## src/dbc_pkg.sv

```systemverilog
// Package of constants and types for the debug control block
package dbc_pkg;

  // ----------------------------------------------------------------------
  // Register map
  // ----------------------------------------------------------------------
  localparam logic [3:0] ADDR_DEBUG_CONTROL = 4'h0;
  localparam logic [3:0] ADDR_CORE_STATUS   = 4'h1;

  // ----------------------------------------------------------------------
  // Field positions and reset values
  // ----------------------------------------------------------------------
  localparam int         BIT_HALT         = 7;
  localparam int         BIT_BRK_EN       = 6;
  localparam int         BIT_ACK          = 5;
  localparam int         BIT_RESET        = 0;
  localparam logic [7:0] CTRL_RESET_VALUE = 8'h00;
  localparam logic [7:0] BREAKPOINT_OPCODE = 8'h00;

  // ----------------------------------------------------------------------
  // Timing
  // ----------------------------------------------------------------------
  localparam int         RESET_PULSE_CYCLES = 4;
  localparam logic [2:0] RESET_PULSE_LAST   = 3'h3;

  // Register port request
  typedef struct packed {
    logic [3:0] addr;
    logic [7:0] wdata;
    logic       wr;
    logic       rd;
  } dbc_req_type;

  // Core-facing status
  typedef struct packed {
    logic halt;
    logic core_reset;
  } dbc_core_type;

endpackage : dbc_pkg

```

## src/dbc_sync.sv

```systemverilog
// Two flip-flop synchroniser for one level
module dbc_sync (
  // Clock and reset
  input  wire logic mclk,
  input  wire logic rstn,
  // Level in and out
  input  wire logic din,
  output logic      dout
);

  logic meta_q;
  logic sync_q;

  // First stage is read only by the second stage
  always_ff @(posedge mclk or negedge rstn) begin
    if (!rstn) begin
      meta_q <= 1'b0;
      sync_q <= 1'b0;
    end else begin
      meta_q <= din;
      sync_q <= meta_q;
    end
  end

  assign dout = sync_q;

endmodule : dbc_sync

```

## src/dbc_debug_control.sv

```systemverilog
// Debug control register that halts, resumes and resets a core
//
// The register offsets and the plain strobed port were left to the implementer.
module dbc_debug_control (
  // Clock and reset
  input  wire logic                 mclk,
  input  wire logic                 rstn,
  // Register port
  input  wire dbc_pkg::dbc_req_type req,
  output logic [7:0]                rdata,
  // Core side
  input  wire logic                 opcode_valid,
  input  wire logic [7:0]           opcode,
  output logic                      fetch_stall,
  output logic                      core_reset,
  output logic                      breakpoint_hit,
  // Option pin
  input  wire logic                 read_protect_pin
);

  // ----------------------------------------------------------------------
  // Read-protect option, a static pin, synchronised
  // ----------------------------------------------------------------------
  logic read_protect;

  dbc_sync u_rp_sync (
    .mclk (mclk),
    .rstn (rstn),
    .din  (read_protect_pin),
    .dout (read_protect)
  );

  // ----------------------------------------------------------------------
  // Control state
  // ----------------------------------------------------------------------
  logic       halt_q,      halt_d;
  logic       brk_en_q,    brk_en_d;
  logic       ack_q,       ack_d;
  logic       rst_bit_q,   rst_bit_d;
  logic [2:0] rst_cnt_q,   rst_cnt_d;
  logic       core_rst_q,  core_rst_d;
  logic       halt_hold_q, halt_hold_d;
  logic       bp_q,        bp_d;
  logic [7:0] rdata_q,     rdata_d;

  logic ctrl_wr;
  logic brk_hit;

  assign ctrl_wr = req.wr && (req.addr == dbc_pkg::ADDR_DEBUG_CONTROL);
  // Breakpoint only counts while the core is fetching
  assign brk_hit = opcode_valid && !halt_q && !core_rst_q &&
                   (opcode == dbc_pkg::BREAKPOINT_OPCODE);

  // Next-state logic for the control register and reset sequencer
  always_comb begin
    halt_d      = halt_q;
    brk_en_d    = brk_en_q;
    ack_d       = ack_q;
    rst_bit_d   = rst_bit_q;
    rst_cnt_d   = rst_cnt_q;
    core_rst_d  = core_rst_q;
    halt_hold_d = halt_hold_q;
    bp_d        = 1'b0;
    if (ctrl_wr) begin
      brk_en_d = req.wdata[dbc_pkg::BIT_BRK_EN];
      ack_d    = req.wdata[dbc_pkg::BIT_ACK];
      if (req.wdata[dbc_pkg::BIT_HALT]) begin
        halt_d = 1'b1;
      end else if (!read_protect) begin
        halt_d = 1'b0;
      end
      if (req.wdata[dbc_pkg::BIT_RESET]) begin
        // Halt bit of the same write survives the reset: 81H vs 41H
        rst_bit_d   = 1'b1;
        core_rst_d  = 1'b1;
        rst_cnt_d   = 3'h0;
        halt_hold_d = req.wdata[dbc_pkg::BIT_HALT];
      end
    end
    // Breakpoint set wins over a software clear in the same cycle
    if (brk_hit && brk_en_q) begin
      halt_d = 1'b1;
      bp_d   = 1'b1;
    end
    if (core_rst_q) begin
      if (rst_cnt_q == dbc_pkg::RESET_PULSE_LAST) begin
        core_rst_d = 1'b0;
        rst_bit_d  = 1'b0;
        // Device reset clears the register, except the requested halt
        halt_d   = halt_hold_q;
        brk_en_d = 1'b0;
        ack_d    = 1'b0;
      end else begin
        rst_cnt_d = rst_cnt_q + 3'h1;
      end
    end
  end

  // Registers of the control state
  always_ff @(posedge mclk or negedge rstn) begin
    if (!rstn) begin
      halt_q      <= dbc_pkg::CTRL_RESET_VALUE[dbc_pkg::BIT_HALT];
      brk_en_q    <= dbc_pkg::CTRL_RESET_VALUE[dbc_pkg::BIT_BRK_EN];
      ack_q       <= dbc_pkg::CTRL_RESET_VALUE[dbc_pkg::BIT_ACK];
      rst_bit_q   <= dbc_pkg::CTRL_RESET_VALUE[dbc_pkg::BIT_RESET];
      rst_cnt_q   <= 3'h0;
      core_rst_q  <= 1'b0;
      halt_hold_q <= 1'b0;
      bp_q        <= 1'b0;
    end else begin
      halt_q      <= halt_d;
      brk_en_q    <= brk_en_d;
      ack_q       <= ack_d;
      rst_bit_q   <= rst_bit_d;
      rst_cnt_q   <= rst_cnt_d;
      core_rst_q  <= core_rst_d;
      halt_hold_q <= halt_hold_d;
      bp_q        <= bp_d;
    end
  end

  // ----------------------------------------------------------------------
  // Read path, data valid the cycle after the strobe
  // ----------------------------------------------------------------------
  always_comb begin
    rdata_d = 8'h00;
    if (req.rd) begin
      unique case (req.addr)
        dbc_pkg::ADDR_DEBUG_CONTROL: begin
          rdata_d = {halt_q, brk_en_q, ack_q, 4'h0, rst_bit_q};
        end
        dbc_pkg::ADDR_CORE_STATUS: begin
          rdata_d = {5'h00, read_protect, core_rst_q, halt_q};
        end
        default: begin
          rdata_d = 8'h00;                    // Unmapped reads as zero
        end
      endcase
    end
  end

  always_ff @(posedge mclk or negedge rstn) begin
    if (!rstn) begin
      rdata_q <= 8'h00;
    end else begin
      rdata_q <= rdata_d;
    end
  end

  // Outputs straight from flip-flops
  assign rdata          = rdata_q;
  assign fetch_stall    = halt_q;
  assign core_reset     = core_rst_q;
  assign breakpoint_hit = bp_q;

endmodule : dbc_debug_control

```

## config.mk

```make
export PLATFORM = sky130hd
export DESIGN_NAME = dbc_debug_control
export DESIGN_NICKNAME = d
export VERILOG_FILES = /design/src/dbc_pkg.sv /design/src/dbc_sync.sv /design/src/dbc_debug_control.sv
export SDC_FILE = /design/constraint.sdc
export NUM_CORES = 1
export LEC_CHECK = 0
export BUFFER_PORTS_ARGS = -buffer_cell sky130_fd_sc_hd__buf_2
export CORE_UTILIZATION = 39
export DETAILED_ROUTE_END_ITERATION = 6
export PLACE_DENSITY = 0.73
export SYNTH_ARGS = -nofsm -noshare
export SYNTH_HDL_FRONTEND = slang
export SYNTH_SLANG_ARGS = --single-unit
```

## constraint.sdc

```tcl
create_clock -name mclk -period 1.2 [get_ports mclk]
set_input_delay 0.06 -clock mclk [delete_from_list [all_inputs] [get_ports mclk]]
set_output_delay 0.06 -clock mclk [all_outputs]
set_load 0.01 [all_outputs]
```

==> results of run 1 <==
-- per-layer routing --
metal / vias to the layer above / GRT usage / routed length, µm
li1: 310 / - / -
met1: 291 / 0.169 / 592
met2: 29 / 0.301 / 795
met3: 0 / 0.0595 / 147
met4: 0 / 0.0529 / 0
met5: - / 0 / 0
-- worst max-delay path, delay by kind of cell, from the launching register on --
kind / cells / cell delay [ps]
AO/OA/AOI/OAI: 1 / 50
flip-flops: 1 / 370
AND/OR/NAND/NOR: 3 / 470
adder cells (fa/ha/maj): 1 / 170
-- worst max path at each step --
stage | depth (start not counted) | start | endpoint
2_1_floorplan | 4 | core_reset | fetch_stall
3_3_place_gp | 4 | core_reset | fetch_stall
3_5_place_dp | 5 | rst_cnt_q[0] | rst_cnt_q[0]
4_1_cts | 5 | rst_cnt_q[0] | fetch_stall
5_1_grt | 5 | core_reset | fetch_stall
6_report | 5 | rst_cnt_q[0] | fetch_stall
-- logic make-up (layout without fill, tap and decap cells) --
kind of cell,after synthesis,after routing
and+or+nand+nor,27,27
DFF,18,18
AOI/OAI and AO/OA,11,11
buffers and inverters,7,47
muxes,2,2
adders and majority gates,1,1
other,1,2
-- sequential cells by signal (all words and copies together) (netlist names) --
| signal | count |
|---|---|
| ack_q | 1 |
| breakpoint_hit | 1 |
| brk_en_q | 1 |
| core_reset | 1 |
| fetch_stall | 1 |
| halt_hold_q | 1 |
| rdata | 6 |
| rst_bit_q | 1 |
| rst_cnt_q | 3 |
| u_rp_sync.dout | 1 |
| u_rp_sync.meta_q | 1 |
-- cell usage after synthesis --
library cell,instances,area share
sky130_fd_sc_hd__or2_2,1,0.0083
sky130_fd_sc_hd__nor3_4,1,0.022
sky130_fd_sc_hd__and2_1,3,0.025
sky130_fd_sc_hd__a21oi_1,4,0.027
sky130_fd_sc_hd__buf_4,2,0.020
sky130_fd_sc_hd__ha_1,1,0.017
sky130_fd_sc_hd__nor4_1,1,0.0083
sky130_fd_sc_hd__nor2_1,6,0.030
sky130_fd_sc_hd__dfrtp_1,18,0.60
sky130_fd_sc_hd__and3_1,1,0.0083
sky130_fd_sc_hd__o211a_1,1,0.013
sky130_fd_sc_hd__and2b_1,1,0.010
sky130_fd_sc_hd__o21ai_0,4,0.027
sky130_fd_sc_hd__nor4b_1,2,0.023
sky130_fd_sc_hd__a31oi_1,2,0.017
sky130_fd_sc_hd__nand2_1,5,0.025
sky130_fd_sc_hd__conb_1,1,0.0050
sky130_fd_sc_hd__mux2_4,1,0.020
sky130_fd_sc_hd__nand3_1,5,0.033
sky130_fd_sc_hd__nand3_4,1,0.023
sky130_fd_sc_hd__mux2i_1,1,0.013
sky130_fd_sc_hd__inv_1,5,0.025
-- power by group --
part           internal [mW]  switching (mW)  leakage (nW)
sequential             0.729          0.0803         0.236
clock                  0.185           0.183        0.0210
combinational          0.243           0.231         0.299
-- through the flow --
stage / instance area (µm²) / setup WS, ps / hold WS [ps] / utilization / power, mW
2_1_floorplan: 754 / 41.4 / -236 / - / 1.04
3_3_place_gp: 943 / 52.8 / 0.782 / 0.535 / 1.21
3_5_place_dp: 943 / -17.5 / 3.90 / 0.535 / 1.24
4_1_cts: 1010 / 11.9 / 0.306 / 0.570 / 1.62
5_1_grt: 1040 / -21.6 / 9.97 / 0.590 / 1.78
6_report: 1040 / 34.1 / -2.13 / 0.590 / 1.65
-- area by class of cell --
| type | instances | area, µm² |
|---|---|---|
| flip-flops and latches | 18 | 450 |
| repair buffers | 38 | 224 |
| multi-input cells | 43 | 280 |
| well taps | 25 | 31.3 |
| fillers | 174 | 723 |
| clock buffers | 4 | 36.3 |
| inverters | 5 | 18.8 |
-- what timing repair did --
item / in CTS / in global routing
setup buffers: 0 / 1
setup endpoints to repair: 3 / 3
hold endpoints to repair: 19 / 2
pin swaps: 2 / 0
gates resized for setup: 2 / 2
hold buffers: 2 / 2
==> flow_results.org, run 1 <==
** Run status
- Outcome :: complete, but fails checks
- The checks that failed: hold timing.

** Clock tree
- Maximum buffer depth of the clock tree :: 2
- Sink count of the clock tree :: 18
- TritonCTS built the clock tree.
- Clock edge transition at the registers on the reported setup and hold paths :: 100 ps
- For the worst-skew pair, the clock arrives at the later sink with an insertion delay of about 300 ps.
- Total CTS buffers :: 3
- H-Tree Depth :: 1
- Root Driver :: sky130_fd_sc_hd__clkbuf_4

** Power
- Lkg Pwr :: 0.556 nW
- P per Cell Area :: around 1600 nW/µm²
- IR analysis of the VDD net gives a maximum drop of approximately 0.0011 V.

** Finish
- Final layout net count :: approximately 140
- From synthesis to final layout, the design area changed by 38.7%.
- Fraction of final layout cells sized beyond drive strength 1 :: 0.407
- ANT cells :: 0
- Most frequent standard cell in the layout excluding fill and tap cells :: sky130_fd_sc_hd__buf_2
- The top cell types in the final layout, fill and taps aside, are sky130_fd_sc_hd__buf_2 (30), sky130_fd_sc_hd__dfrtp_1 (18), sky130_fd_sc_hd__nor2_1 (6).
- Leaving out filler cells and counting taps, the final layout contains 133.

** Timing
- The worst path in the final design needs a cycle of between 1000 and 1500 ps, including I/O delays and setup.
- Final Max Tran Viols :: 0
- Unrepaired setup endpoints after global routing :: yes
- The clock arrives with 11.6 ps of skew.
- Worst hold slack :: -2.13 ps
- Of the available clock period, the critical path in the final layout requires 0.972.
- The final number of hold-violating endpoints came to 1.
- Setup violations remaining at the end of the flow were counted as 0.
- Timing would allow up to 858 MHz.
- Final sum of negative setup slack :: 0 ps

** Setup path
- End of the worst register-to-register path :: fetch_stall
- Cells along the critical path :: ha_1 > nand2_1 > or2_2 > nor2_1 > a31oi_1
- Element type at the critical path end :: register
- Of all nets on the critical path, the largest fanout is 3.
- Register-to-register path setup slack :: 30 ps
- For this run, the slowest stage of the critical path takes between 300 and 400 ps.
- The setup path with the least slack is of type register to register.
- Launch instance of the worst register-to-register path :: rst_cnt_q[0]
- Slowest stage cell, crit path :: sky130_fd_sc_hd__dfrtp_1
- Worst Reg2Reg Path Length in Cells :: 5
- Worst Path Arrival :: 1350 ps
- The worst setup path is launched from a register.
- Required time at the endpoint of the critical path :: 1390 ps

** Drt
- After detailed routing, the average wire length per cell comes to 11.5 µm.
- Number of DRC markers after the initial detailed-route iteration :: 8
- Once detail routing completed, the nets flagged for antenna violations numbered 0.
- In the routed design, unresolved DRC markers number 0.
- Via total after detailed routing :: 630
- Number of detailed-routing iterations run before antenna repair :: 4
- Detailed-route vias per instance :: 4.74
- Total routed wirelength :: 1540 µm

** Global route
- The initial antenna violation count was 0.
- The total overflow left after global routing is 0.
- Entering global routing, the biggest net connects 19 pins.
- The via count of the first global-routing pass came to 604.
- Overall track demand over capacity in global routing :: 0.164
- Wire length of the first global-routing pass :: 2330 µm

** Synth
- Yosys reg bits :: 18
- Compound-Gate Fraction of Synth Area :: 0.0833
- Synthesized area per cell :: 11.2 µm²
- Of the total synthesized cell area, the portion taken by full adders, half adders and majority gates is 0.0167.
- In the synthesized netlist, the number of instances is 67.
- Number of distinct library cell variants in the gate-level netlist after synthesis :: 22
- Of the total synthesized cell area, the portion taken by XOR and XNOR cells is 0.
- The Yosys step of the flow raised 0 warnings.
- Of the post-synthesis cell area, the part taken by muxes is 0.0333.
- Syn Std Cell Area :: 751 µm²
- Of the total synthesized cell area, the portion taken by AND, OR, NAND and NOR gates is 0.217.
- Largest family of logic cells by synthesized area :: simple AND/OR/NAND/NOR gates
- Proportion of synthesized chip area in sequential cells :: 0.600

** Die
- The die covers 2100 µm².
- The total area inside the core boundary comes to around 1800 µm².
- Top-level I/O count :: 37
- Die width :: ~46 µm
- Number of rows created at floorplan :: 15
- The die is 45.9 µm tall.
- For this configuration, the core starts out at a cell density of 0.426.

** Placed design
- At the end of routability-driven placement, the weighted congestion stood at 0.729.
- Post-DP HPWL :: 1160 µm
- Count of port buffers added during placement :: 30
- The number of placed instances, taps included, is between 100 and 150.

** Hold path
- Hold path depth :: 3
- For hold timing, the worst endpoint is brk_en_q.
- In this run the worst hold path is classified as input port to register.
- Min-Delay Startpoint :: req[8]

** Run
- Max-cap violations in this run came to 0.
(Power assumes the default switching activity.)
==> run 2, diff against run 1 <==
Settings changed: RECOVER_POWER set to 50.
==> run 2 against run 1 <==
Against the previous run: the flow still finishes with violations (hold timing); hold slack about the same; sequential power about the same; cell area is the same; clock skew hardly changed; critical endpoint unchanged; largest cell class unchanged.
==> flow_results.org, run 2 (synthesized netlist as in run 1, its figures left out) <==
** Clock tree
- The clock buffer count from CTS was 3 (unchanged).
- The CTS sink count was 18 (unchanged).
- The clock slew seen by the registers of the worst setup and hold paths is 100 ps (about the same).
- Clock tree from TritonCTS :: built (unchanged)
- The insertion delay to the later sink of the worst-skew pair is 300 ps (about the same).
- Maximum buffer depth of the clock tree :: 2 (unchanged)
- H-Tree Depth :: 1 (unchanged)
- Root Driver :: sky130_fd_sc_hd__clkbuf_4 (unchanged)

** Drt
- The residual antenna-violating net count after detailed routing came to 0 (unchanged).
- The DRC violation count after routing came to 0 (unchanged).
- Number of detailed-routing iterations run before antenna repair :: 4 (unchanged)
- Number of DRC markers after the initial detailed-route iteration :: 8 (unchanged)
- The total wire length after detailed routing was 1540 µm (unchanged).
- The total via count after detailed routing was 630 (unchanged).
- The post-detailed-route via-to-cell ratio is 4.74 (unchanged).
- Routed wirelength normalized by instance count :: 11.5 µm (unchanged)

** Power
- The worst vdd rail ir drop came to 0.00107 V (was 0.00108 V).
- The static leakage was 0.555 nW (was 0.556 nW).
- The areal power density over the cells was 1590 nW/µm² (about the same).

** Finish
- The layout net count came to 136 (unchanged).
- Top library cells by usage in the layout, fill and taps aside: sky130_fd_sc_hd__buf_2 (29), sky130_fd_sc_hd__dfrtp_1 (18), sky130_fd_sc_hd__nor2_1 (6) (was sky130_fd_sc_hd__buf_2 (30), sky130_fd_sc_hd__dfrtp_1 (18), sky130_fd_sc_hd__nor2_1 (6)).
- The area added between synthesis and finish came to 38.7% (unchanged).
- ANT cells :: 0 (unchanged)
- Post-route core utilization :: 0.590 (unchanged)
- Fraction of final layout cells sized beyond drive strength 1 :: 0.407 (unchanged)
- The number of flip-flops in the largest register was 6 (unchanged).
- Non-filler instance count after layout :: 133 (unchanged)
- Most frequent standard cell in the layout excluding fill and tap cells :: sky130_fd_sc_hd__buf_2 (unchanged)

** Setup path
- The sort of element at the end of the critical path was a register (unchanged).
- The origin of the worst setup path is rst_cnt_q[0] (unchanged).
- The critical path data required time came to 1390 ps (about the same).
- Crit-path max FO :: 3 (unchanged)
- Worst Path Arrival :: 1350 ps (about the same)
- Launch instance of the worst register-to-register path :: rst_cnt_q[0] (unchanged)
- The type of the worst setup path is register to register (unchanged).
- The launching element type of the critical path was a register (unchanged).

** Timing
- Final-report setup violation count :: 0 (unchanged)
- The fmax is 858 MHz (about the same).
- Unrepaired setup endpoints after global routing: yes (unchanged).
- Final hold vios :: 1 (unchanged)
- The final cycle utilization of the critical path is 0.972 (about the same).
- The number of max-slew violations in the final report was 0 (unchanged).
- The worst slack on hold paths was -2.04 ps (was -2.13 ps).
- Fin crit period :: 1170 ps (about the same)
- The clock skew is 11.6 ps (about the same).

** Die
- Die width :: 45.9 µm (unchanged)
- Die Ht :: 45.9 µm (unchanged)
- Die ar. :: 2100 µm² (unchanged)
- Floorplan Core Area :: 1760 µm² (unchanged)
- The starting density of the core was 0.426 (unchanged).
- Number of rows created at floorplan :: 15 (unchanged)
- Top-level I/O count :: 37 (unchanged)

** Placed design
- Post-DP HPWL :: 1160 µm (unchanged)
- The final weighted congestion in routability-driven placement came to 0.729 (unchanged).
- The total of buffers placed on input and output ports came to 30 (unchanged).
- Placed cell count :: 124 (unchanged)

** Global route
- The maximum number of pins on one net before global-route repair is 19 (unchanged).
- Overall track demand over capacity in global routing :: 0.164 (unchanged)
- The via count of the first global-routing pass came to 604 (unchanged).
- The total overflow reported by the global router was 0 (unchanged).
- The global-route wire length before repair came to 2330 µm (unchanged).
- The initial antenna violation count is 0 (unchanged).

** Run
- Max-capacitance violation count :: 0 (unchanged)

** Run status
- Outcome: complete, but fails checks (unchanged).
- Violations in the final reports: hold timing (unchanged).

** Hold path
- Min-Delay Startpoint :: req[8] (unchanged)
- Class of the worst hold path :: input port to register (unchanged)
[run 2: layout make-up]
| type | count | area (µm²) |
|---|---|---|
| Clock buffer | 4 | 36.3 |
| Fill cell | 174 | 723 |
| Inverter | 5 | 18.8 |
| Multi-Input combinational cell | 43 | 280 |
| Sequential cell | 18 | 450 |
| Tap cell | 25 | 31.3 |
| Timing Repair Buffer | 38 | 224 |
[run 2: path summary, 6_finish.rpt]
kind | end | slack, ps | cells after the start
max in group asynchronous | rdata[1] | 680 | 2
setup / recovery | fetch_stall | 30 | 5
min in group asynchronous | rdata[5] | 210 | 2
hold reg to reg | u_rp_sync.dout | 360 | 0
setup reg to reg | fetch_stall | 30 | 5
hold / removal | brk_en_q | -2 | 3
[run 2: metal layers]
layer	track usage	wire (µm)	up-vias
met1	0.169	592	291
met2	0.301	795	29
li1	-	-	310
met4	0.0529	0	0
met3	0.0595	147	0
met5	0	0	-
[run 2: critical path: stages, from the launching register on]
cell,delay (ps)
sky130_fd_sc_hd__dfrtp_1,370
sky130_fd_sc_hd__ha_1,170
sky130_fd_sc_hd__nand2_1,80
sky130_fd_sc_hd__or2_2,290
sky130_fd_sc_hd__nor2_1,100
sky130_fd_sc_hd__a31oi_1,50
[run 2: timing repair]
action	CTS	global route
pin swaps	2	0
hold endpoints to repair	19	2
setup buffers	0	1
hold buffers	2	2
setup endpoints to repair	3	3
gates resized for setup	2	2
[run 2: stage by stage]
stage	setup WS, ps	setup TNS (ps)	instance area, µm²	hold WS (ps)	power [mW]
6_report	34.1	0	1040	-2.04	1.65
5_1_grt	-21.6	-21.6	1040	9.97	1.78
4_1_cts	11.9	0	1010	0.306	1.62
3_5_place_dp	-17.5	-38.3	943	3.90	1.24
3_3_place_gp	52.8	0	943	0.782	1.21
2_1_floorplan	41.4	0	754	-236	1.04
[run 2: report_power, final]
part | total [mW] | switching [mW] | internal, mW
Sequential | 0.809 | 0.0803 | 0.729
Combinational | 0.474 | 0.231 | 0.243
Clock | 0.368 | 0.183 | 0.185
==> run 3, diff against run 2 <==
Settings changed: SYNTH_HIERARCHICAL set to 1.
==> run 3 against run 2 <==
Against the previous run: the flow now finishes without violations; sequential share of layout area up 1.1 points; flip-flop and latch count did not move; area after synthesis unchanged; power down 5.9%; count of clock-buffer cells in the layout down 1; cell count fell by 1.5%; synthesized cell count is the same; hold slack better by 20 ps.
==> flow_results.org, run 3 <==
** Run status
- Outcome :: complete, no violations (was complete, but fails checks)

** Placed design
- Area after detailed placement :: 943 µm² (unchanged)
- The total of buffers placed on input and output ports came to 30 (unchanged).
- The detailed placer's ending HPWL came to 1100 µm (was 1160 µm).
- The final weighted congestion in routability-driven placement came to 0.786 (was 0.729).

** Setup path
- Element type at the critical path end :: register (unchanged)
- Crit-path max FO :: 2 (was 3)
- Worst Path Arrival :: 1330 ps (was 1350 ps)
- Required time at the endpoint of the critical path :: 1410 ps (was 1390 ps)
- The launching element type of the critical path is a register (unchanged).
- The type of the worst setup path is register to register (unchanged).
- The worst-case reg-to-reg path depth was 4 (was 5).

** Synth
- The share of synthesized flip-flops with an asynchronous set or reset came to 1.00 (unchanged).
- Top FF cell, synth :: sky130_fd_sc_hd__dfrtp_1 (unchanged)
- Yosys reg bits :: 18 (unchanged)
- Syn Std Cell Area :: 751 µm² (unchanged)
- Most numerous cell types in the synthesized netlist: sky130_fd_sc_hd__dfrtp_1 (18), sky130_fd_sc_hd__nor2_1 (6), sky130_fd_sc_hd__inv_1 (5), sky130_fd_sc_hd__nand2_1 (5), sky130_fd_sc_hd__nand3_1 (5) (unchanged).
- The number of flops mapped to enable cells by yosys is 0 (unchanged).
- Yosys top cell area share :: 0.600 (unchanged)
- The number of distinct library cells after synthesis is 22 (unchanged).
- The biggest area consumer among synthesized cells is sky130_fd_sc_hd__dfrtp_1 (unchanged).
- The count of warnings emitted by yosys is 6 (was 0).
- The largest family of logic cells by synthesized area is simple AND/OR/NAND/NOR gates (unchanged).
- Post-synthesis share of cell area spent on xor and xnor gates :: 0 (unchanged)
- The post-synthesis compound-gate area fraction is 0.0833 (unchanged).
- Post-Synth Simple-Gate Area :: 0.217 (unchanged)
- Most frequently used cell type in the post-synthesis netlist :: sky130_fd_sc_hd__dfrtp_1 (unchanged)
- Synthesized area per cell :: 11.2 µm² (unchanged)
- Synthesized instance count :: 67 (unchanged)
- Ranking of synthesized cells by area :: sky130_fd_sc_hd__dfrtp_1 (60%), sky130_fd_sc_hd__nand3_1 (3.3%), sky130_fd_sc_hd__nor2_1 (3.0%) (unchanged)
- Post-synthesis adder-cell area fraction :: 0.0167 (unchanged)
- Post-synthesis mux area share :: 0.0333 (unchanged)
- The fraction of the yosys area taken by sequential cells came to 0.600 (unchanged).

** Power
- The areal power density over the cells is 1530 nW/µm² (was 1590 nW/µm²).
- The total power after layout is 1.55 mW (was 1.65 mW).
- VDD IR max :: 0.00104 V (was 0.00107 V)
- The static leakage came to 0.543 nW (was 0.555 nW).

** Die
- The floorplan row count came to 15 (unchanged).
- Die width :: 45.9 µm (unchanged)
- The count of pins on the block boundary came to 37 (unchanged).
- Floorplan Core Area :: 1760 µm² (unchanged)
- Initial Util :: 0.426 (unchanged)
- The area enclosed by the die boundary came to 2100 µm² (unchanged).
- The vertical die dimension is 45.9 µm (unchanged).

** Finish
- Top library cells by usage in the layout, fill and taps aside: sky130_fd_sc_hd__buf_2 (29), sky130_fd_sc_hd__dfrtp_1 (18) (was sky130_fd_sc_hd__buf_2 (29), sky130_fd_sc_hd__dfrtp_1 (18), sky130_fd_sc_hd__nor2_1 (6)).
- Max FFs per register :: 6 (unchanged)
- The post-route standard cell area excluding fillers came to 1010 µm² (was 1040 µm²).
- The share of post-route cells with drive strength above 1 is 0.425 (was 0.407).
- Final layout net count :: 135 (was 136)
- The antenna diode instance count came to 0 (unchanged).
- Layout Area Growth over Synthesis :: 35.2% (was 38.7%)
- The most common library cell in the layout ignoring fill and taps is sky130_fd_sc_hd__buf_2 (unchanged).

** Clock tree
- The clock slew seen by the registers of the worst setup and hold paths is 90 ps (was 100 ps).
- H-Tree Depth :: 1 (unchanged)
- The clock buffer count from CTS came to 3 (unchanged).
- The largest buffer count on any clock path was 2 (unchanged).
- The insertion delay to the later sink of the worst-skew pair came to 280 ps (was 300 ps).
- Root Driver :: sky130_fd_sc_hd__clkbuf_4 (unchanged)
- The CTS sink count is 18 (unchanged).
- Clock tree from TritonCTS :: built (unchanged)

** Global route
- The initial antenna violation count was 0 (unchanged).
- Overall track demand over capacity in global routing :: 0.150 (was 0.164)
- The maximum number of pins on one net before global-route repair came to 19 (unchanged).
- The global-route wire length before repair came to 2150 µm (was 2330 µm).
- The total overflow reported by the global router is 0 (unchanged).
- The via count of the first global-routing pass was 504 (was 604).

** Timing
- The final cycle utilization of the critical path came to 0.931 (was 0.972).
- Final-report setup violation count :: 0 (unchanged)
- Final hold vios :: 0 (was 1)
- The fmax came to 895 MHz (was 858 MHz).
- The clock period minus worst slack was 1120 ps (was 1170 ps).
- The number of max-slew violations in the final report was 0 (unchanged).
- The clock skew came to 2.33 ps (was 11.6 ps).

** Drt
- Number of DRC markers after the initial detailed-route iteration :: 14 (was 8)
- The total wire length after detailed routing was 1430 µm (was 1540 µm).
- Number of detailed-routing iterations run before antenna repair :: 4 (unchanged)
- Routed wirelength normalized by instance count :: 10.9 µm (was 11.5 µm)
- The residual antenna-violating net count after detailed routing is 0 (unchanged).
- Number of design rule violations left after detail routing :: 0 (unchanged)
- Via total after detailed routing :: 595 (was 630)
- The post-detailed-route via-to-cell ratio was 4.54 (was 4.74).

** Hold path
- The number of instances on the worst hold path came to 3 (unchanged).
- Class of the worst hold path :: input port to register (unchanged)

** Run
- Max-capacitance violation count :: 0 (unchanged)
==> run 3: power breakdown <==
group / internal, mW / leakage, nW / total (mW) / switching, mW
Combinational: 0.234 / 0.294 / 0.465 / 0.231
Sequential: 0.729 / 0.236 / 0.804 / 0.0744
Clock: 0.117 / 0.0138 / 0.286 / 0.170
==> run 3: timing repair <==
action | in CTS | in global routing
setup endpoints to repair | 1 | 3
pin swaps | 0 | 2
hold buffers | 2 | 0
buffers inserted | 0 | 2
hold endpoints to repair | 19 | 0
gates resized for setup | 1 | 4
==> run 3: layout make-up <==
class                      count  area (µm²)
multi-input combinational     43         284
timing repair buffer          37         208
fill                         172         749
clock buffer                   3        22.5
sequential                    18         450
tap                           25        31.3
inverter                       5        18.8
==> run 3: worst max-delay path, stage by stage (launching register included) <==
cell,delay (ps)
sky130_fd_sc_hd__dfrtp_1,400
sky130_fd_sc_hd__nor4b_2,250
sky130_fd_sc_hd__and3_1,210
sky130_fd_sc_hd__a31oi_1,50
sky130_fd_sc_hd__a31oi_1,140
==> run 3: worst paths after layout <==
check	startpoint	endpoint	slack, ps
max	core_reset	fetch_stall	80
min reg2reg	u_rp_sync/meta_q	u_rp_sync/dout	360
min in group asynchronous	rstn	rdata[6]	240
max reg2reg	core_reset	fetch_stall	80
max in group asynchronous	rstn	halt_hold_q	670
min	req[0]	rdata[0]	20
==> run 3: per-layer routing <==
metal	up-vias	global-route usage	share of wire	wire length [µm]
li1	305	-	-	-
met1	265	0.183	0.41	590
met2	21	0.239	0.52	736
met3	4	0.0476	0.062	88
met4	0	0.0706	0.0091	13
met5	-	0	0	0
==> run 3: kinds of logic (layout without fill, tap and decap cells) <==
kind of cell,after synthesis,count (layout)
AO/OA/AOI/OAI,11,11
adder cells (fa/ha/maj),1,1
buffers and inverters,7,45
flip-flops,18,18
multiplexers,2,2
other,1,2
AND/OR/NAND/NOR,27,27
==> run 3: per-stage QoR <==
step | hold WS, ps | utilization | setup TNS (ps) | std cells | worst slack [ps]
6_report | 18.1 | 0.575 | 0 | 131 | 83.2
5_1_grt | 7.00 | 0.575 | -11.3 | 131 | -10.0
4_1_cts | 3.95 | 0.559 | 0 | 129 | 15.1
3_5_place_dp | 5.50 | 0.535 | 0 | 124 | 15.7
3_3_place_gp | 1.19 | 0.535 | 0 | 124 | 51.4
2_1_floorplan | -236 | - | 0 | 68 | 41.4
